===== src/shared/asrd_pkg.sv =====
// Package for the address space region decoder: region and window
// codes, address prefixes and external area numbers.
// Assumes a 32-bit core address and a 29-bit external bus address.

package asrd_pkg;

	// ------------------------------------------------------------
	// Widths
	// ------------------------------------------------------------
	localparam int ASRD_VA_W = 32; // Core address width
	localparam int ASRD_EXT_W = 29; // External address width
	localparam int ASRD_ADDRESS_SPACE_IDENTIFIER_W = 8; // Address space identifier width
	localparam int ASRD_SA_W = 3; // Space attribute width

	// ------------------------------------------------------------
	// Address prefixes
	// ------------------------------------------------------------
	localparam logic [2:0] ASRD_TOP_CACHED = 3'h4; // Bits 31:29 = 100
	localparam logic [2:0] ASRD_TOP_UNCACHED = 3'h5; // Bits 31:29 = 101
	localparam logic [2:0] ASRD_TOP_THIRD = 3'h6; // Bits 31:29 = 110
	localparam logic [2:0] ASRD_TOP_ONCHIP = 3'h7; // Bits 31:29 = 111
	localparam logic [5:0] ASRD_SQ_PREFIX = 6'h38; // E000_0000..E3FF_FFFF
	localparam logic [4:0] ASRD_ARRAY_PREFIX = 5'h1E; // F000_0000..F7FF_FFFF
	localparam logic [5:0] ASRD_RSV_PREFIX = 6'h3E; // F800_0000..FBFF_FFFF
	localparam logic [5:0] ASRD_CTRL_PREFIX = 6'h3F; // FC00_0000..FFFF_FFFF
	localparam logic [7:0] ASRD_PERIPH_PREFIX = 8'hFF; // FF00_0000..FFFF_FFFF
	localparam logic [5:0] ASRD_RAM_PREFIX = 6'h1F; // 7C00_0000..7FFF_FFFF

	// ------------------------------------------------------------
	// External areas, selected by external bits 28:26
	// ------------------------------------------------------------
	localparam logic [2:0] ASRD_AREA_RESERVED = 3'h7; // Area 7
	localparam logic [2:0] ASRD_AREA_PCMCIA_A = 3'h5; // Area 5
	localparam logic [2:0] ASRD_AREA_PCMCIA_B = 3'h6; // Area 6

	// Region of a core address
	typedef enum logic [2:0] {
		ASRD_REG_LOW,
		ASRD_REG_CACHED,
		ASRD_REG_UNCACHED,
		ASRD_REG_THIRD,
		ASRD_REG_ONCHIP
	} asrd_region_e;

	// Window inside the on-chip I/O region; array windows in address order
	typedef enum logic [3:0] {
		ASRD_WIN_NONE,
		ASRD_WIN_SQ,
		ASRD_WIN_RSV_LOW,
		ASRD_WIN_IC_ADDR,
		ASRD_WIN_IC_DATA,
		ASRD_WIN_ITLB_ADDR,
		ASRD_WIN_ITLB_DATA,
		ASRD_WIN_OC_ADDR,
		ASRD_WIN_OC_DATA,
		ASRD_WIN_UTLB_ADDR,
		ASRD_WIN_UTLB_DATA,
		ASRD_WIN_RSV_HIGH,
		ASRD_WIN_CTRL
	} asrd_window_e;

endpackage


===== src/shared/asrd_region_if.sv =====
// Interface between the decoder top and its region classifier.
// Assumes both ends sit on the same clock; all signals are combinational.

`timescale 1ns/1ps

interface asrd_region_if;
	import asrd_pkg::*;
	logic [ASRD_VA_W-1:0] addr; // Address to classify
	asrd_region_e region; // Region of the address
	asrd_window_e window; // On-chip I/O window
	logic ram_hole; // Inside 7C00_0000..7FFF_FFFF
	logic periph; // Peripheral control registers

	modport classifier (input addr, output region, window, ram_hole, periph);
	modport decoder (output addr, input region, window, ram_hole, periph);
endinterface


===== src/logic/asrd_region_classify.sv =====
// Region classifier: splits a core address into region and window.
// Assumes a purely combinational use; the caller registers the results.

`timescale 1ns/1ps

module asrd_region_classify
	import asrd_pkg::*;
(
	asrd_region_if.classifier rif
);

	// ------------------------------------------------------------
	// Prefix decode
	// ------------------------------------------------------------
	wire [2:0] top_bits = rif.addr[31:29]; // Region select field
	wire [5:0] pre6 = rif.addr[31:26]; // 64-Mbyte granule
	wire [4:0] pre5 = rif.addr[31:27]; // 128-Mbyte granule
	wire [2:0] arr_sel = rif.addr[26:24]; // Array window index
	wire in_sq = (pre6 == ASRD_SQ_PREFIX);
	wire in_arr = (pre5 == ASRD_ARRAY_PREFIX);
	wire in_rsv = (pre6 == ASRD_RSV_PREFIX);
	wire in_ctrl = (pre6 == ASRD_CTRL_PREFIX);

	// Region from bits 31:29
	always_comb begin
		unique case (top_bits)
			ASRD_TOP_CACHED: rif.region = ASRD_REG_CACHED;
			ASRD_TOP_UNCACHED: rif.region = ASRD_REG_UNCACHED;
			ASRD_TOP_THIRD: rif.region = ASRD_REG_THIRD;
			ASRD_TOP_ONCHIP: rif.region = ASRD_REG_ONCHIP;
			default: rif.region = ASRD_REG_LOW; // 0xx: low or user
		endcase
	end

	// Windows of the on-chip I/O region
	always_comb begin
		rif.window = ASRD_WIN_NONE;
		if (top_bits == ASRD_TOP_ONCHIP) begin
			if (in_sq) begin
				rif.window = ASRD_WIN_SQ;
			end else if (in_arr) begin
				// Eight 16-Mbyte windows in fixed order
				rif.window = asrd_window_e'(4'(ASRD_WIN_IC_ADDR) + 4'(arr_sel));
			end else if (in_rsv) begin
				rif.window = ASRD_WIN_RSV_HIGH;
			end else if (in_ctrl) begin
				rif.window = ASRD_WIN_CTRL;
			end else begin
				rif.window = ASRD_WIN_RSV_LOW; // E400_0000..EFFF_FFFF
			end
		end
	end

	// Hole excluded from cache and translation
	assign rif.ram_hole = (pre6 == ASRD_RAM_PREFIX);
	// Peripheral register block at the very top
	assign rif.periph = (rif.addr[31:24] == ASRD_PERIPH_PREFIX);

endmodule


===== src/logic/asrd_decoder.sv =====
// Address space region decoder top: classifies each core or DMA access,
// chooses translation, cache use, write policy and PCMCIA attributes.
// Assumes the page lookup result is presented with the request, same clock.
//
// What this block does
// - Untranslated addresses pass straight as physical
// - External address drops top three bits
// - User mode limited to low 2 Gbytes and the store queue
// - Untranslated cache policy from cache control bits
// - Uncached privileged region never uses cache
// - Store queue window decoded, guarded untranslated
// - Eight uncached array windows decoded in order
// - Top block routed to control registers
// - External space split into eight areas
// - Translated regions go through page lookup
// - Translated accesses tagged with space identifier
// - Translated area 7 top reaches control registers
// - Hole 7C00_0000..7FFF_FFFF never cached nor translated
// - Translated caching needs enable and page bit
// - Translated write policy from page bit
// - Translated PCMCIA access takes page attributes
// - PCMCIA via untranslated or I/O regions blocked when translation is on
// - Untranslated PCMCIA takes assist register attributes
// - DMA PCMCIA always takes channel attributes
// - Fixed regions untranslated, except store queue
// - Privilege bit set makes untranslated user queue access error
// - Translation bit clear means no lookup

`timescale 1ns/1ps

module asrd_decoder
	import asrd_pkg::*;
#(
	parameter logic LEGACY_VARIANT = 1'b0 // Early part: no CPU PCMCIA when untranslated
) (
	input wire logic clk_in,
	input wire logic sys_rst_in,
	input wire logic req_valid_in, // Access request strobe
	input wire logic [ASRD_VA_W-1:0] req_addr_in, // Core or DMA address
	input wire logic req_user_in, // Core in user mode
	input wire logic req_dma_in, // Request comes from DMA
	input wire logic req_dma_dest_in, // DMA destination side
	input wire logic translation_enable_bit_in,
	input wire logic store_queue_privilege_bit_in,
	input wire logic cache_enable_in, // Cache control register enable
	input wire logic global_write_through_bit_in,
	input wire logic cached_region_copyback_bit_in,
	input wire logic [ASRD_ADDRESS_SPACE_IDENTIFIER_W-1:0] address_space_identifier_in,
	input wire logic [ASRD_SA_W-1:0] assist_space_attribute_in, // Assist register
	input wire logic assist_timing_select_in, // Assist register
	input wire logic [ASRD_SA_W-1:0] dma_source_space_attribute_in,
	input wire logic [ASRD_SA_W-1:0] dma_dest_space_attribute_in,
	input wire logic dma_source_timing_select_in,
	input wire logic dma_dest_timing_select_in,
	input wire logic [ASRD_EXT_W-1:0] tlb_phys_addr_in, // Matched page address
	input wire logic page_cacheable_in,
	input wire logic page_write_through_bit_in,
	input wire logic [ASRD_SA_W-1:0] page_space_attribute_in,
	input wire logic page_timing_select_in,
	output logic resp_valid_out, // Decode result valid
	output asrd_region_e region_out,
	output asrd_window_e window_out,
	output logic translate_out, // Address went through the page lookup
	output logic [ASRD_ADDRESS_SPACE_IDENTIFIER_W-1:0] tlb_address_space_identifier_out, // Identifier of that lookup
	output logic cache_use_out,
	output logic write_through_out,
	output logic [ASRD_EXT_W-1:0] ext_addr_out,
	output logic [2:0] ext_area_out,
	output logic ctrl_reg_out, // Control register block
	output logic periph_reg_out, // Peripheral registers
	output logic reserved_out, // Reserved space hit
	output logic onchip_ram_out, // Hole window hit
	output logic addr_error_out,
	output logic pcmcia_out, // PCMCIA area access allowed
	output logic pcmcia_blocked_out,
	output logic [ASRD_SA_W-1:0] pcmcia_space_attribute_out,
	output logic pcmcia_timing_select_out
);

	// ------------------------------------------------------------
	// Region classification
	// ------------------------------------------------------------
	asrd_region_if rif();

	assign rif.addr = req_addr_in;

	asrd_region_classify u_classify (
		.rif(rif)
	);

	// Region flags
	wire r_low = (rif.region == ASRD_REG_LOW); // User or low privileged
	wire r_cached = (rif.region == ASRD_REG_CACHED);
	wire r_uncached = (rif.region == ASRD_REG_UNCACHED);
	wire r_third = (rif.region == ASRD_REG_THIRD);
	wire r_onchip = (rif.region == ASRD_REG_ONCHIP);
	wire w_sq = (rif.window == ASRD_WIN_SQ);
	wire at_on = translation_enable_bit_in;

	// ------------------------------------------------------------
	// Translation decision
	// ------------------------------------------------------------
	// DMA addresses are physical and never looked up
	wire tr_region = (r_low && !rif.ram_hole) || r_third;
	wire next_translate = at_on && !req_dma_in && (tr_region || w_sq);

	// Area of external space: bits 28:26 pick one of eight
	function automatic logic [2:0] area_of(input logic [ASRD_EXT_W-1:0] a);
		area_of = a[ASRD_EXT_W-1:ASRD_EXT_W-3];
	endfunction

	function automatic logic is_pcmcia(input logic [2:0] area);
		is_pcmcia = (area == ASRD_AREA_PCMCIA_A) || (area == ASRD_AREA_PCMCIA_B);
	endfunction

	// Untranslated addresses drop the top three bits
	wire [ASRD_EXT_W-1:0] direct_ext = req_addr_in[ASRD_EXT_W-1:0];
	wire [ASRD_EXT_W-1:0] next_ext = next_translate ? tlb_phys_addr_in : direct_ext;
	wire [2:0] next_area = area_of(next_ext);
	wire area7 = (next_area == ASRD_AREA_RESERVED);
	// I/O region has no external target, except the store queue when translated
	wire ext_target = !r_onchip || (w_sq && next_translate);

	// ------------------------------------------------------------
	// Control register and reserved routing
	// ------------------------------------------------------------
	// Translated hit on area 7 becomes the control register block
	wire ctrl_via_tlb = next_translate && !w_sq && area7;
	wire ctrl_direct = (rif.window == ASRD_WIN_CTRL);
	wire next_ctrl = ctrl_direct || ctrl_via_tlb;
	// Peripheral registers: top of I/O or translated area 7
	wire next_periph = (r_onchip && rif.periph) || ctrl_via_tlb;
	// Untranslated area 7 and reserved windows
	wire rsv_win = (rif.window == ASRD_WIN_RSV_LOW) || (rif.window == ASRD_WIN_RSV_HIGH);
	wire rsv_area = !r_onchip && !next_translate && area7;
	wire next_reserved = rsv_win || rsv_area;

	// ------------------------------------------------------------
	// Access rights
	// ------------------------------------------------------------
	// User may reach the low 2 Gbytes only, store queue aside
	wire user_high = req_user_in && !req_dma_in && !r_low && !w_sq;
	// Queue guarded by the privilege bit while untranslated
	wire user_sq = req_user_in && !req_dma_in && w_sq && !at_on &&
		store_queue_privilege_bit_in;
	wire next_error = user_high || user_sq;

	// ------------------------------------------------------------
	// Cache use and write policy
	// ------------------------------------------------------------
	// Untranslated: low, first cached and third regions may cache
	wire direct_cacheable = r_cached || (!at_on && (r_low || r_third) && !rif.ram_hole);
	// Translated: enable and page bit both needed
	wire page_cacheable = next_translate && !w_sq && page_cacheable_in;
	// Uncached region and I/O windows never qualify
	wire next_cache = cache_enable_in && !req_dma_in && !next_ctrl && !next_reserved &&
		(next_translate ? page_cacheable : direct_cacheable);
	// Copy-back bit set means copy-back, so write-through is its inverse
	wire direct_wt = r_cached ? !cached_region_copyback_bit_in : global_write_through_bit_in;
	wire next_wt = next_translate ? page_write_through_bit_in : direct_wt;

	// ------------------------------------------------------------
	// PCMCIA attributes
	// ------------------------------------------------------------
	wire pc_area = ext_target && is_pcmcia(next_area);
	// Untranslated privileged and I/O regions may not reach PCMCIA when mapping is on
	wire cpu_fixed_blk = at_on && (r_cached || r_uncached || r_onchip);
	// Early variant cannot reach PCMCIA from the core while untranslated
	wire cpu_legacy_blk = !at_on && LEGACY_VARIANT;
	wire next_pc_blocked = pc_area && !req_dma_in && (cpu_fixed_blk || cpu_legacy_blk);
	wire next_pc = pc_area && !next_pc_blocked;

	// Attribute source: DMA channel, page, or assist register
	logic [ASRD_SA_W-1:0] next_sa;
	logic next_tc;
	always_comb begin
		next_sa = '0;
		next_tc = 1'b0;
		if (next_pc) begin
			if (req_dma_in) begin
				// Channel fields regardless of translation
				next_sa = req_dma_dest_in ? dma_dest_space_attribute_in :
					dma_source_space_attribute_in;
				next_tc = req_dma_dest_in ? dma_dest_timing_select_in :
					dma_source_timing_select_in;
			end else if (next_translate) begin
				// Matched page fields
				next_sa = page_space_attribute_in;
				next_tc = page_timing_select_in;
			end else begin
				// Assist register fields
				next_sa = assist_space_attribute_in;
				next_tc = assist_timing_select_in;
			end
		end
	end

	// ------------------------------------------------------------
	// Result register
	// ------------------------------------------------------------
	// Valid strobe and error follow every request
	always_ff @(posedge clk_in or posedge sys_rst_in) begin
		if (sys_rst_in) begin
			resp_valid_out <= 1'b0;
			addr_error_out <= 1'b0;
		end else begin
			resp_valid_out <= req_valid_in;
			addr_error_out <= req_valid_in && next_error;
		end
	end

	// Classification fields, held between requests
	always_ff @(posedge clk_in or posedge sys_rst_in) begin
		if (sys_rst_in) begin
			region_out <= ASRD_REG_LOW;
			window_out <= ASRD_WIN_NONE;
			ext_addr_out <= '0;
			ext_area_out <= '0;
			tlb_address_space_identifier_out <= '0;
		end else if (req_valid_in) begin
			region_out <= rif.region;
			window_out <= rif.window;
			ext_addr_out <= next_ext;
			ext_area_out <= next_area;
			tlb_address_space_identifier_out <= next_translate ? address_space_identifier_in : '0;
		end
	end

	// Decision flags; a faulted access carries no side flags
	wire ok = req_valid_in && !next_error;
	always_ff @(posedge clk_in or posedge sys_rst_in) begin
		if (sys_rst_in) begin
			translate_out <= 1'b0;
			cache_use_out <= 1'b0;
			write_through_out <= 1'b0;
			ctrl_reg_out <= 1'b0;
			periph_reg_out <= 1'b0;
			reserved_out <= 1'b0;
			onchip_ram_out <= 1'b0;
		end else begin
			translate_out <= ok && next_translate;
			cache_use_out <= ok && next_cache;
			write_through_out <= ok && next_cache && next_wt;
			ctrl_reg_out <= ok && next_ctrl;
			periph_reg_out <= ok && next_periph;
			reserved_out <= ok && next_reserved;
			onchip_ram_out <= ok && r_low && rif.ram_hole;
		end
	end

	// PCMCIA outputs
	always_ff @(posedge clk_in or posedge sys_rst_in) begin
		if (sys_rst_in) begin
			pcmcia_out <= 1'b0;
			pcmcia_blocked_out <= 1'b0;
			pcmcia_space_attribute_out <= '0;
			pcmcia_timing_select_out <= 1'b0;
		end else begin
			pcmcia_out <= ok && next_pc;
			pcmcia_blocked_out <= ok && next_pc_blocked;
			pcmcia_space_attribute_out <= ok ? next_sa : '0;
			pcmcia_timing_select_out <= ok && next_tc;
		end
	end

	// ------------------------------------------------------------
	// Checks
	// ------------------------------------------------------------
	AST_USER_HIGH_ERR: assert property (@(posedge clk_in) disable iff (sys_rst_in)
		(req_valid_in && req_user_in && !req_dma_in && req_addr_in[31] &&
		req_addr_in[31:26] != ASRD_SQ_PREFIX) |=> addr_error_out)
		else $error("user access above 2 Gbytes not flagged");

	AST_SQ_GUARD: assert property (@(posedge clk_in) disable iff (sys_rst_in)
		(req_valid_in && req_user_in && !req_dma_in && !translation_enable_bit_in &&
		req_addr_in[31:26] == ASRD_SQ_PREFIX) |=>
		(addr_error_out == $past(store_queue_privilege_bit_in)))
		else $error("store queue privilege check wrong");

	AST_NO_XLATE_OFF: assert property (@(posedge clk_in) disable iff (sys_rst_in)
		(req_valid_in && !translation_enable_bit_in) |=>
		(!translate_out && ext_addr_out == $past(req_addr_in[ASRD_EXT_W-1:0])))
		else $error("lookup used while translation disabled");

	AST_UNCACHED_REGION: assert property (@(posedge clk_in) disable iff (sys_rst_in)
		(req_valid_in && req_addr_in[31:29] == ASRD_TOP_UNCACHED) |=>
		(!cache_use_out && !translate_out))
		else $error("uncached region used cache or lookup");

	AST_RAM_HOLE: assert property (@(posedge clk_in) disable iff (sys_rst_in)
		(req_valid_in && !req_user_in && req_addr_in[31:26] == ASRD_RAM_PREFIX) |=>
		(onchip_ram_out && !cache_use_out && !translate_out))
		else $error("hole window cached or translated");

	AST_AREA7_CTRL: assert property (@(posedge clk_in) disable iff (sys_rst_in)
		(translate_out && ext_area_out == ASRD_AREA_RESERVED &&
		window_out != ASRD_WIN_SQ) |-> (ctrl_reg_out && !reserved_out))
		else $error("translated area 7 not routed to control block");

	AST_PAGE_CACHE: assert property (@(posedge clk_in) disable iff (sys_rst_in)
		(translate_out && window_out != ASRD_WIN_SQ && !ctrl_reg_out) |->
		(cache_use_out == ($past(cache_enable_in) && $past(page_cacheable_in))))
		else $error("translated cache use mismatch");

	AST_P1_POLICY: assert property (@(posedge clk_in) disable iff (sys_rst_in)
		(cache_use_out && region_out == ASRD_REG_CACHED) |->
		(write_through_out == !$past(cached_region_copyback_bit_in)))
		else $error("cached region write policy wrong");

	AST_DMA_ATTR: assert property (@(posedge clk_in) disable iff (sys_rst_in)
		(req_valid_in && req_dma_in && req_dma_dest_in) ##1 pcmcia_out |->
		(pcmcia_space_attribute_out == $past(dma_dest_space_attribute_in)))
		else $error("DMA attribute source wrong");

	// Privileged only: a user access here already ends in an address error
	AST_FIXED_BLOCK: assert property (@(posedge clk_in) disable iff (sys_rst_in)
		(req_valid_in && !req_dma_in && !req_user_in && translation_enable_bit_in &&
		req_addr_in[31:29] == ASRD_TOP_UNCACHED && is_pcmcia(req_addr_in[28:26])) |=>
		(pcmcia_blocked_out && !pcmcia_out))
		else $error("fixed region reached PCMCIA");

endmodule


===== config.mk =====
export PLATFORM = sky130hd
export DESIGN_NAME = asrd_decoder
export DESIGN_NICKNAME = d
export VERILOG_FILES = /design/src/shared/asrd_pkg.sv /design/src/shared/asrd_region_if.sv /design/src/logic/asrd_region_classify.sv /design/src/logic/asrd_decoder.sv
export SDC_FILE = /design/constraint.sdc
export NUM_CORES = 1
export LEC_CHECK = 0
export ABC_AREA = 1
export BUFFER_PORTS_ARGS = -buffer_cell sky130_fd_sc_hd__buf_2
export CORE_MARGIN = 2
export CORE_UTILIZATION = 40
export DETAILED_ROUTE_END_ITERATION = 8
export PLACE_DENSITY = 0.73
export SLEW_MARGIN = 15
export SYNTH_ARGS = -nofsm -noshare
export SYNTH_HDL_FRONTEND = slang
export SYNTH_SLANG_ARGS = --single-unit

===== constraint.sdc =====
create_clock -name clk_in -period 2.9 [get_ports clk_in]
set_input_delay 0.29 -clock clk_in [delete_from_list [all_inputs] [get_ports clk_in]]
set_output_delay 0.29 -clock clk_in [all_outputs]
set_load 0.05 [all_outputs]

Word level (Yosys, flattened, before mapping)
Index checks and enable logic that the tools add are counted.
{"block": "op_classes", "addsub": 1, "eq_ne": 21, "mux": 20, "n_reduce_logical": 66}
{"op": "logical AND 1 bit", "count": 40}
{"op": "2-to-1 mux 29 bit", "count": 1}
{"op": "equality test 3 bit (second input constant)", "count": 8}
{"op": "2-to-1 mux 4 bit", "count": 5}
{"op": "equality test 6 bit (second input constant)", "count": 3}
{"op": "2-to-1 mux 3 bit", "count": 5}
{"op": "logical OR 1 bit", "count": 13}
{"op": "logical NOT 1 bit", "count": 12}
{"op": "case mux 3 bit (4 select lines)", "count": 1}
{"op": "equality test 4 bit (second input constant)", "count": 2}
{"op": "equality test 8 bit (second input constant)", "count": 1}
{"op": "2-to-1 mux 8 bit", "count": 1}
{"op": "2-to-1 mux 1 bit", "count": 7}
{"op": "equality test 3 x 2 -> 1 bit (second input constant)", "count": 2}
{"op": "equality test 6 x 5 -> 1 bit (second input constant)", "count": 1}
{"op": "equality test 5 bit (second input constant)", "count": 1}
{"op": "adder 2 x 3 -> 4 bit (first input constant)", "count": 1}
{"op": "equality test 4 x 1 -> 1 bit (second input constant)", "count": 1}
{"op": "equality test 4 x 2 -> 1 bit (second input constant)", "count": 1}
{"op": "equality test 3 x 1 -> 1 bit (second input constant)", "count": 1}
{"op": "logical NOT 3 bit", "count": 1}
{"block": "word_totals", "register_bits": 62, "input_bits": 98, "output_inout_bits": 62, "wordCells": 126}

Depth between registers and ports, before layout
{"block": "depth", "word_depth": 19, "depth_mapped": 17, "ltp_nobuf": 17}

By module
Synthesis repeated with hierarchy kept, for this count alone.
{"block": "hier_totals", "hier_cells": 383, "area_unflattened_um2": 3036.7}
{"mod": "asrd_decoder", "n_inst": 1, "cells_each": 339, "area_each_um2": 2822.7, "seq_area_each_um2": 1476.4}
{"mod": "asrd_region_classify", "n_inst": 1, "cells_each": 44, "area_each_um2": 214.0, "seq_area_each_um2": 0.0}

Worst setup path after synthesis
No wires, ideal clock.
{"block": "synth_timing", "path_kind": "input port to flip-flop", "start": "input req_addr_in[31]", "end": "register pcmcia_space_attribute_out[0]", "setup_ns": 0.073, "arrival_ns": 1.726, "t_required_ns": 2.827, "setup_slack_ns": 1.101, "path_stages": 15, "path_buffers": 1, "cell_sequence": "buf_2 nand2_2 nor2_8 nand2_2 nand2_4 nand3_4 nor2_4 nand2_4 nand2_4 nand2_2 nand2_2 inv_2 a21oi_2 nand4_2 nor2_1"}
{"block": "synth_via", "elab_chain_cells": 19, "word_cells_on_any_way": 55, "classes_between": "16 x eq/ne; 11 x mux; 28 x reduce/logical"}
{"item": "from (decl)", "line": "asrd_decoder.sv:39", "text": "input wire logic [ASRD_VA_W-1:0] req_addr_in,"}
{"item": "equality test 6 bit", "line": "asrd_region_classify.sv:22", "text": "wire in_ctrl = (pre6 == ASRD_CTRL_PREFIX);"}
{"item": "2-to-1 mux 4 bit", "line": "asrd_region_classify.sv:46", "text": "end else if (in_ctrl) begin"}
{"item": "2-to-1 mux 4 bit", "line": "asrd_region_classify.sv:44", "text": "end else if (in_rsv) begin"}
{"item": "2-to-1 mux 4 bit", "line": "asrd_region_classify.sv:41", "text": "end else if (in_arr) begin"}
{"item": "2-to-1 mux 4 bit", "line": "asrd_region_classify.sv:39", "text": "if (in_sq) begin"}
{"item": "2-to-1 mux 4 bit", "line": "asrd_region_classify.sv:38", "text": "if (top_bits == ASRD_TOP_ONCHIP) begin"}
{"item": "equality test 4 x 1 -> 1 bit", "line": "asrd_decoder.sv:97", "text": "wire w_sq = (rif.window == ASRD_WIN_SQ);"}
{"item": "logical OR 1 bit", "line": "asrd_decoder.sv:105", "text": "wire next_translate = at_on && !req_dma_in && (tr_region || w_sq);"}
{"item": "[2 not listed]"}
{"item": "equality test 3 bit", "line": "asrd_decoder.sv:113", "text": "is_pcmcia = (area == ASRD_AREA_PCMCIA_A) || (area == ASRD_AREA_PCMCIA_B);"}
{"item": "logical OR 1 bit", "line": "asrd_decoder.sv:113"}
{"item": "logical AND 1 bit", "line": "asrd_decoder.sv:165", "text": "wire pc_area = ext_target && is_pcmcia(next_area);"}
{"item": "logical AND 1 bit (2 in a row)", "line": "asrd_decoder.sv:170", "text": "wire next_pc_blocked = pc_area && !req_dma_in && (cpu_fixed_blk || cpu_legacy_blk);"}
{"item": "logical NOT 1 bit", "line": "asrd_decoder.sv:171", "text": "wire next_pc = pc_area && !next_pc_blocked;"}
{"item": "logical AND 1 bit", "line": "asrd_decoder.sv:171"}
{"item": "2-to-1 mux 3 bit", "line": "asrd_decoder.sv:179", "text": "if (next_pc) begin"}
{"item": "2-to-1 mux 3 bit (*)", "line": "asrd_decoder.sv:261", "text": "pcmcia_space_attribute_out <= ok ? next_sa : '0;"}
{"item": "to (signal assigned)", "line": "asrd_decoder.sv:261"}
{"item": "to (decl)", "line": "asrd_decoder.sv:76", "text": "output logic [ASRD_SA_W-1:0] pcmcia_space_attribute_out,"}
Mark *: on every way between the ends. The rest lies on a longest branch, timed or not.
A chain may end at the register's enable or synchronous reset.

Final worst setup path
{"block": "layout_timing", "start": "input req_addr_in[24]", "end": "register pcmcia_space_attribute_out[1]"}
{"block": "layout_via", "elab_chain_cells": 17, "word_cells_on_any_way": 30, "classes_between": "1 x add/sub; 3 x eq/ne; 8 x mux; 18 x reduce/logical"}
{"item": "adder 2 x 3 -> 4 bit (*)", "line": "asrd_region_classify.sv:43", "text": "rif.window = asrd_window_e'(4'(ASRD_WIN_IC_ADDR) + 4'(arr_sel));"}
{"item": "2-to-1 mux 4 bit (*)", "line": "asrd_region_classify.sv:41"}
{"item": "2-to-1 mux 4 bit (*)", "line": "asrd_region_classify.sv:39"}
{"item": "2-to-1 mux 4 bit (*)", "line": "asrd_region_classify.sv:38"}
{"item": "equality test 4 x 1 -> 1 bit (*)", "line": "asrd_decoder.sv:97"}
{"item": "logical OR 1 bit", "line": "asrd_decoder.sv:105"}
{"item": "logical AND 1 bit", "line": "asrd_decoder.sv:105"}
{"item": "2-to-1 mux 29 bit", "line": "asrd_decoder.sv:118", "text": "wire [ASRD_EXT_W-1:0] next_ext = next_translate ? tlb_phys_addr_in : direct_ext;"}
{"item": "equality test 3 bit", "line": "asrd_decoder.sv:113"}
{"item": "logical OR 1 bit", "line": "asrd_decoder.sv:113"}
{"item": "logical AND 1 bit", "line": "asrd_decoder.sv:165"}
{"item": "logical AND 1 bit (2 in a row)", "line": "asrd_decoder.sv:170"}
{"item": "logical NOT 1 bit", "line": "asrd_decoder.sv:171"}
{"item": "logical AND 1 bit", "line": "asrd_decoder.sv:171"}
{"item": "2-to-1 mux 3 bit", "line": "asrd_decoder.sv:179"}
{"item": "2-to-1 mux 3 bit (*)", "line": "asrd_decoder.sv:261"}
Marks and branches as above.

==> flow_summary.toml <==
[run_status]
status = "completed"

[global_route]
use_met3 = 0.0426
global_route.usage.met1 = 0.267
grt_max_degree = 51
antenna_found_initial = 0
grt_pass1_vias = 2860
track_usage = 0.205
overflow = 0
use_met2 = 0.335
grt_pass1_wl_mm = 13.5
grt.busiest_layer = "met2"

[placement]
numPortBuffers = 159
place_congestion = 0.909
dp_hpwl_mm = 6.30

[clocking]
post_cts_buffers = 0
root_buffer = "clkbuf_8"
clockBufferDepth = 2
htreeDepth = 3
cts_buffers = 9
clkSlewWorstSetupHoldPaths_ns = 0.07
cts_tree = "done"
clkLatencyLatePin_ns = 0.33
hold_buffers = 0
cts_sinks = 59
postCtsResizedCells = 0

[route]
avgRoutedWirePerCell_microns = 13.3
drc = 0
vias_per_cell = 4.84
ant_nets = 0
dr_total_vias = 3018
wirelength_mm = 8.30
drt_iter0_drc = 117
drtPass1Iterations = 5

[synthesis]
yosysTopAreaCell = "dfrtp_1"
ys_seq_area_frac = 0.495
synthesis.area_sq_mm = 0.00298
ys_types = 33
syn_nets = 466
synth_area_per_cell_sq_um = 8.15
yosys.area.top_type_share = 0.495
synth_area_leaders = "dfrtp_1 (49%), o21ai_0 (12%), nand2_1 (9.7%), nor2_1 (5.9%), inv_1 (2.9%)"
synth_warnings = 0
synth_cells = 366
ys_seq_elements = 59

[sta]
rsz0062_at_grt = "false"
whs_ns = 0.100
setup_violations = 0
finalSetupTns_ns = 0
clock.fmax_mhz = 493
tightestPinTransition_ns = 0.840
drv_slew = 0
hold_violations = 0
timing.final.crit_share = 0.699
fin_skew_ns = 0
period_needed_ns = 2.03
slew_headroom = 0.439

[finish]
fin_nets = 620
area_growth_pct = 36.4
insertedDiodeCount = 0
drive_gt1_frac = 0.389
fillCellCount = 683
final_core_util = 0.561

[power]
ir_worst_vdd_uv = 202
total_leakage_power_uw = 0.00223
p_per_area_mw_per_mm2 = 571

[worst_setup_path]
regToRegSetupSlack_ns = 2.21
critPathMaxFanout = 33
arrival_ns = 2.28
timing.rr.start = "window_out[2]"
setup.worst_path.start_class = "input pin"
reg2reg_to = "window_out[2]"
crit_start = "req_addr_in[24]"
required_ns = 3.15
rr_worst_depth = 2
criticalPathCategory = "input pin to flip-flop"
cp-end-kind = "flip-flop"

[floorplan]
core_sq_mm = 0.00725
num_rows = 31
pin_count = 160
die_area_sq_mm = 0.00816
die_w_microns = 90.4
fp.dieH_microns = 90.4
start_util = 0.411

[job]
maxCapViolations = 0

[worst_hold_path]
hp-class = "input pin to async pin"
cell families (layout without fill, tap and decap cells):
logic type | Yosys count | in the layout | share of synthesized area
simple gates | 166 | 166 | 0.262
compound gates | 89 | 89 | 0.157
flops | 59 | 59 | 0.495
buf+inv | 46 | 205 | 0.0646
mux | 4 | 4 | 0.0134
fa+ha+maj | 2 | 2 | 0.00839
cell usage in the layout (no fill, tap or decap), types with 4 or more instances in the layout:
cell type	netlist	routed
buf_2	7	159
nand2_1	77	77
o21ai_0	72	72
dfrtp_1	59	59
nor2_1	47	47
inv_1	23	22
nand3_1	15	15
clkbuf_8	0	10
nand2_2	6	6
a21oi_1	6	6
nand2_4	5	5
buf_4	3	5
o21ai_1	4	4
mux2i_1	4	4
o22ai_1	4	4
nand4_1	4	4
worst max-delay path by stage:
stage / to / depth (start not counted)
CTS: pcmcia_space_attribute_out[1] / 18
global route: pcmcia_space_attribute_out[1] / 18
detailed placement: pcmcia_space_attribute_out[1] / 18
floorplan: pcmcia_space_attribute_out[0] / 15
global placement: pcmcia_space_attribute_out[1] / 18
finish: pcmcia_space_attribute_out[1] / 18
power by group:
group	leakage (uW)	switching, uW	internal [uW]
Sequential	0.000760	32.6	883
Clock	0.000108	332	507
Combinational	0.00136	418	150
Total	0.00223	783	1540
worst max-delay path, cell delays in order:
cell and delay, ns:
buf_2 0.12, inv_1 0.06, ha_1 0.20, nand2_1 0.07, inv_1 0.03, nor2_1 0.11, nand3_2 0.09, nand2_2 0.12
nand2_4 0.08, nor2_4 0.11, nand2_4 0.08, nand2_4 0.27, nand2_2 0.09, nand2_2 0.11, inv_2 0.05, a21oi_2 0.13
nand4_2 0.14, nor2_1 0.13
area by class of cell:
type                            instances  area [sq um]  area share
Clock buffer                           10           138      0.0338
Clock inverter                          6          88.8      0.0218
Inverter                               25          95.1      0.0234
Multi-Input combinational cell        261          1310       0.323
Sequential cell                        59          1480       0.363
Tap cell                               99           124      0.0304
Timing Repair Buffer                  164           833       0.205
per-layer routing:
layer	vias up	share of wire
met3	17	0.062
met1	1380	0.43
met2	121	0.49
met5	-	0
li1	1500	-
met4	0	0.020
cell usage after synthesis, drive strengths merged:
cell type,n
nand2,88
dfrtp,59
ha,2
o22ai,4
o211ai,1
buf,11
nand3,18
mux2i,4
clkinv,1
nor4,1
clkbuf,10
nor2,50
o21ai,76
inv,24
nor3,3
a21oi,7
o21bai,1
nand3b,1
nand4,5
flip-flops by register name, indices dropped and copies added (netlist names), 3 cells and up:
signal	count
pcmcia_space_attribute_out	3
window_out	4
tlb_address_space_identifier_out	8
region_out	3
ext_addr_out	29
per-stage QoR:
| stage | setup WS, ns | instance area (sq um) | cells | total power, uW |
|---|---|---|---|---|
| 3_3_place_gp | 0.605 | 3840 | 608 | 1500 |
| 5_1_grt | 0.632 | 4070 | 624 | 2430 |
| 2_1_floorplan | 1.10 | 2980 | 366 | 1320 |
| 6_report | 0.872 | 4070 | 624 | 2320 |
| 4_1_cts | 0.882 | 4070 | 624 | 2350 |
| 3_5_place_dp | 0.542 | 3840 | 608 | 1500 |
(Power assumes the default switching activity.)
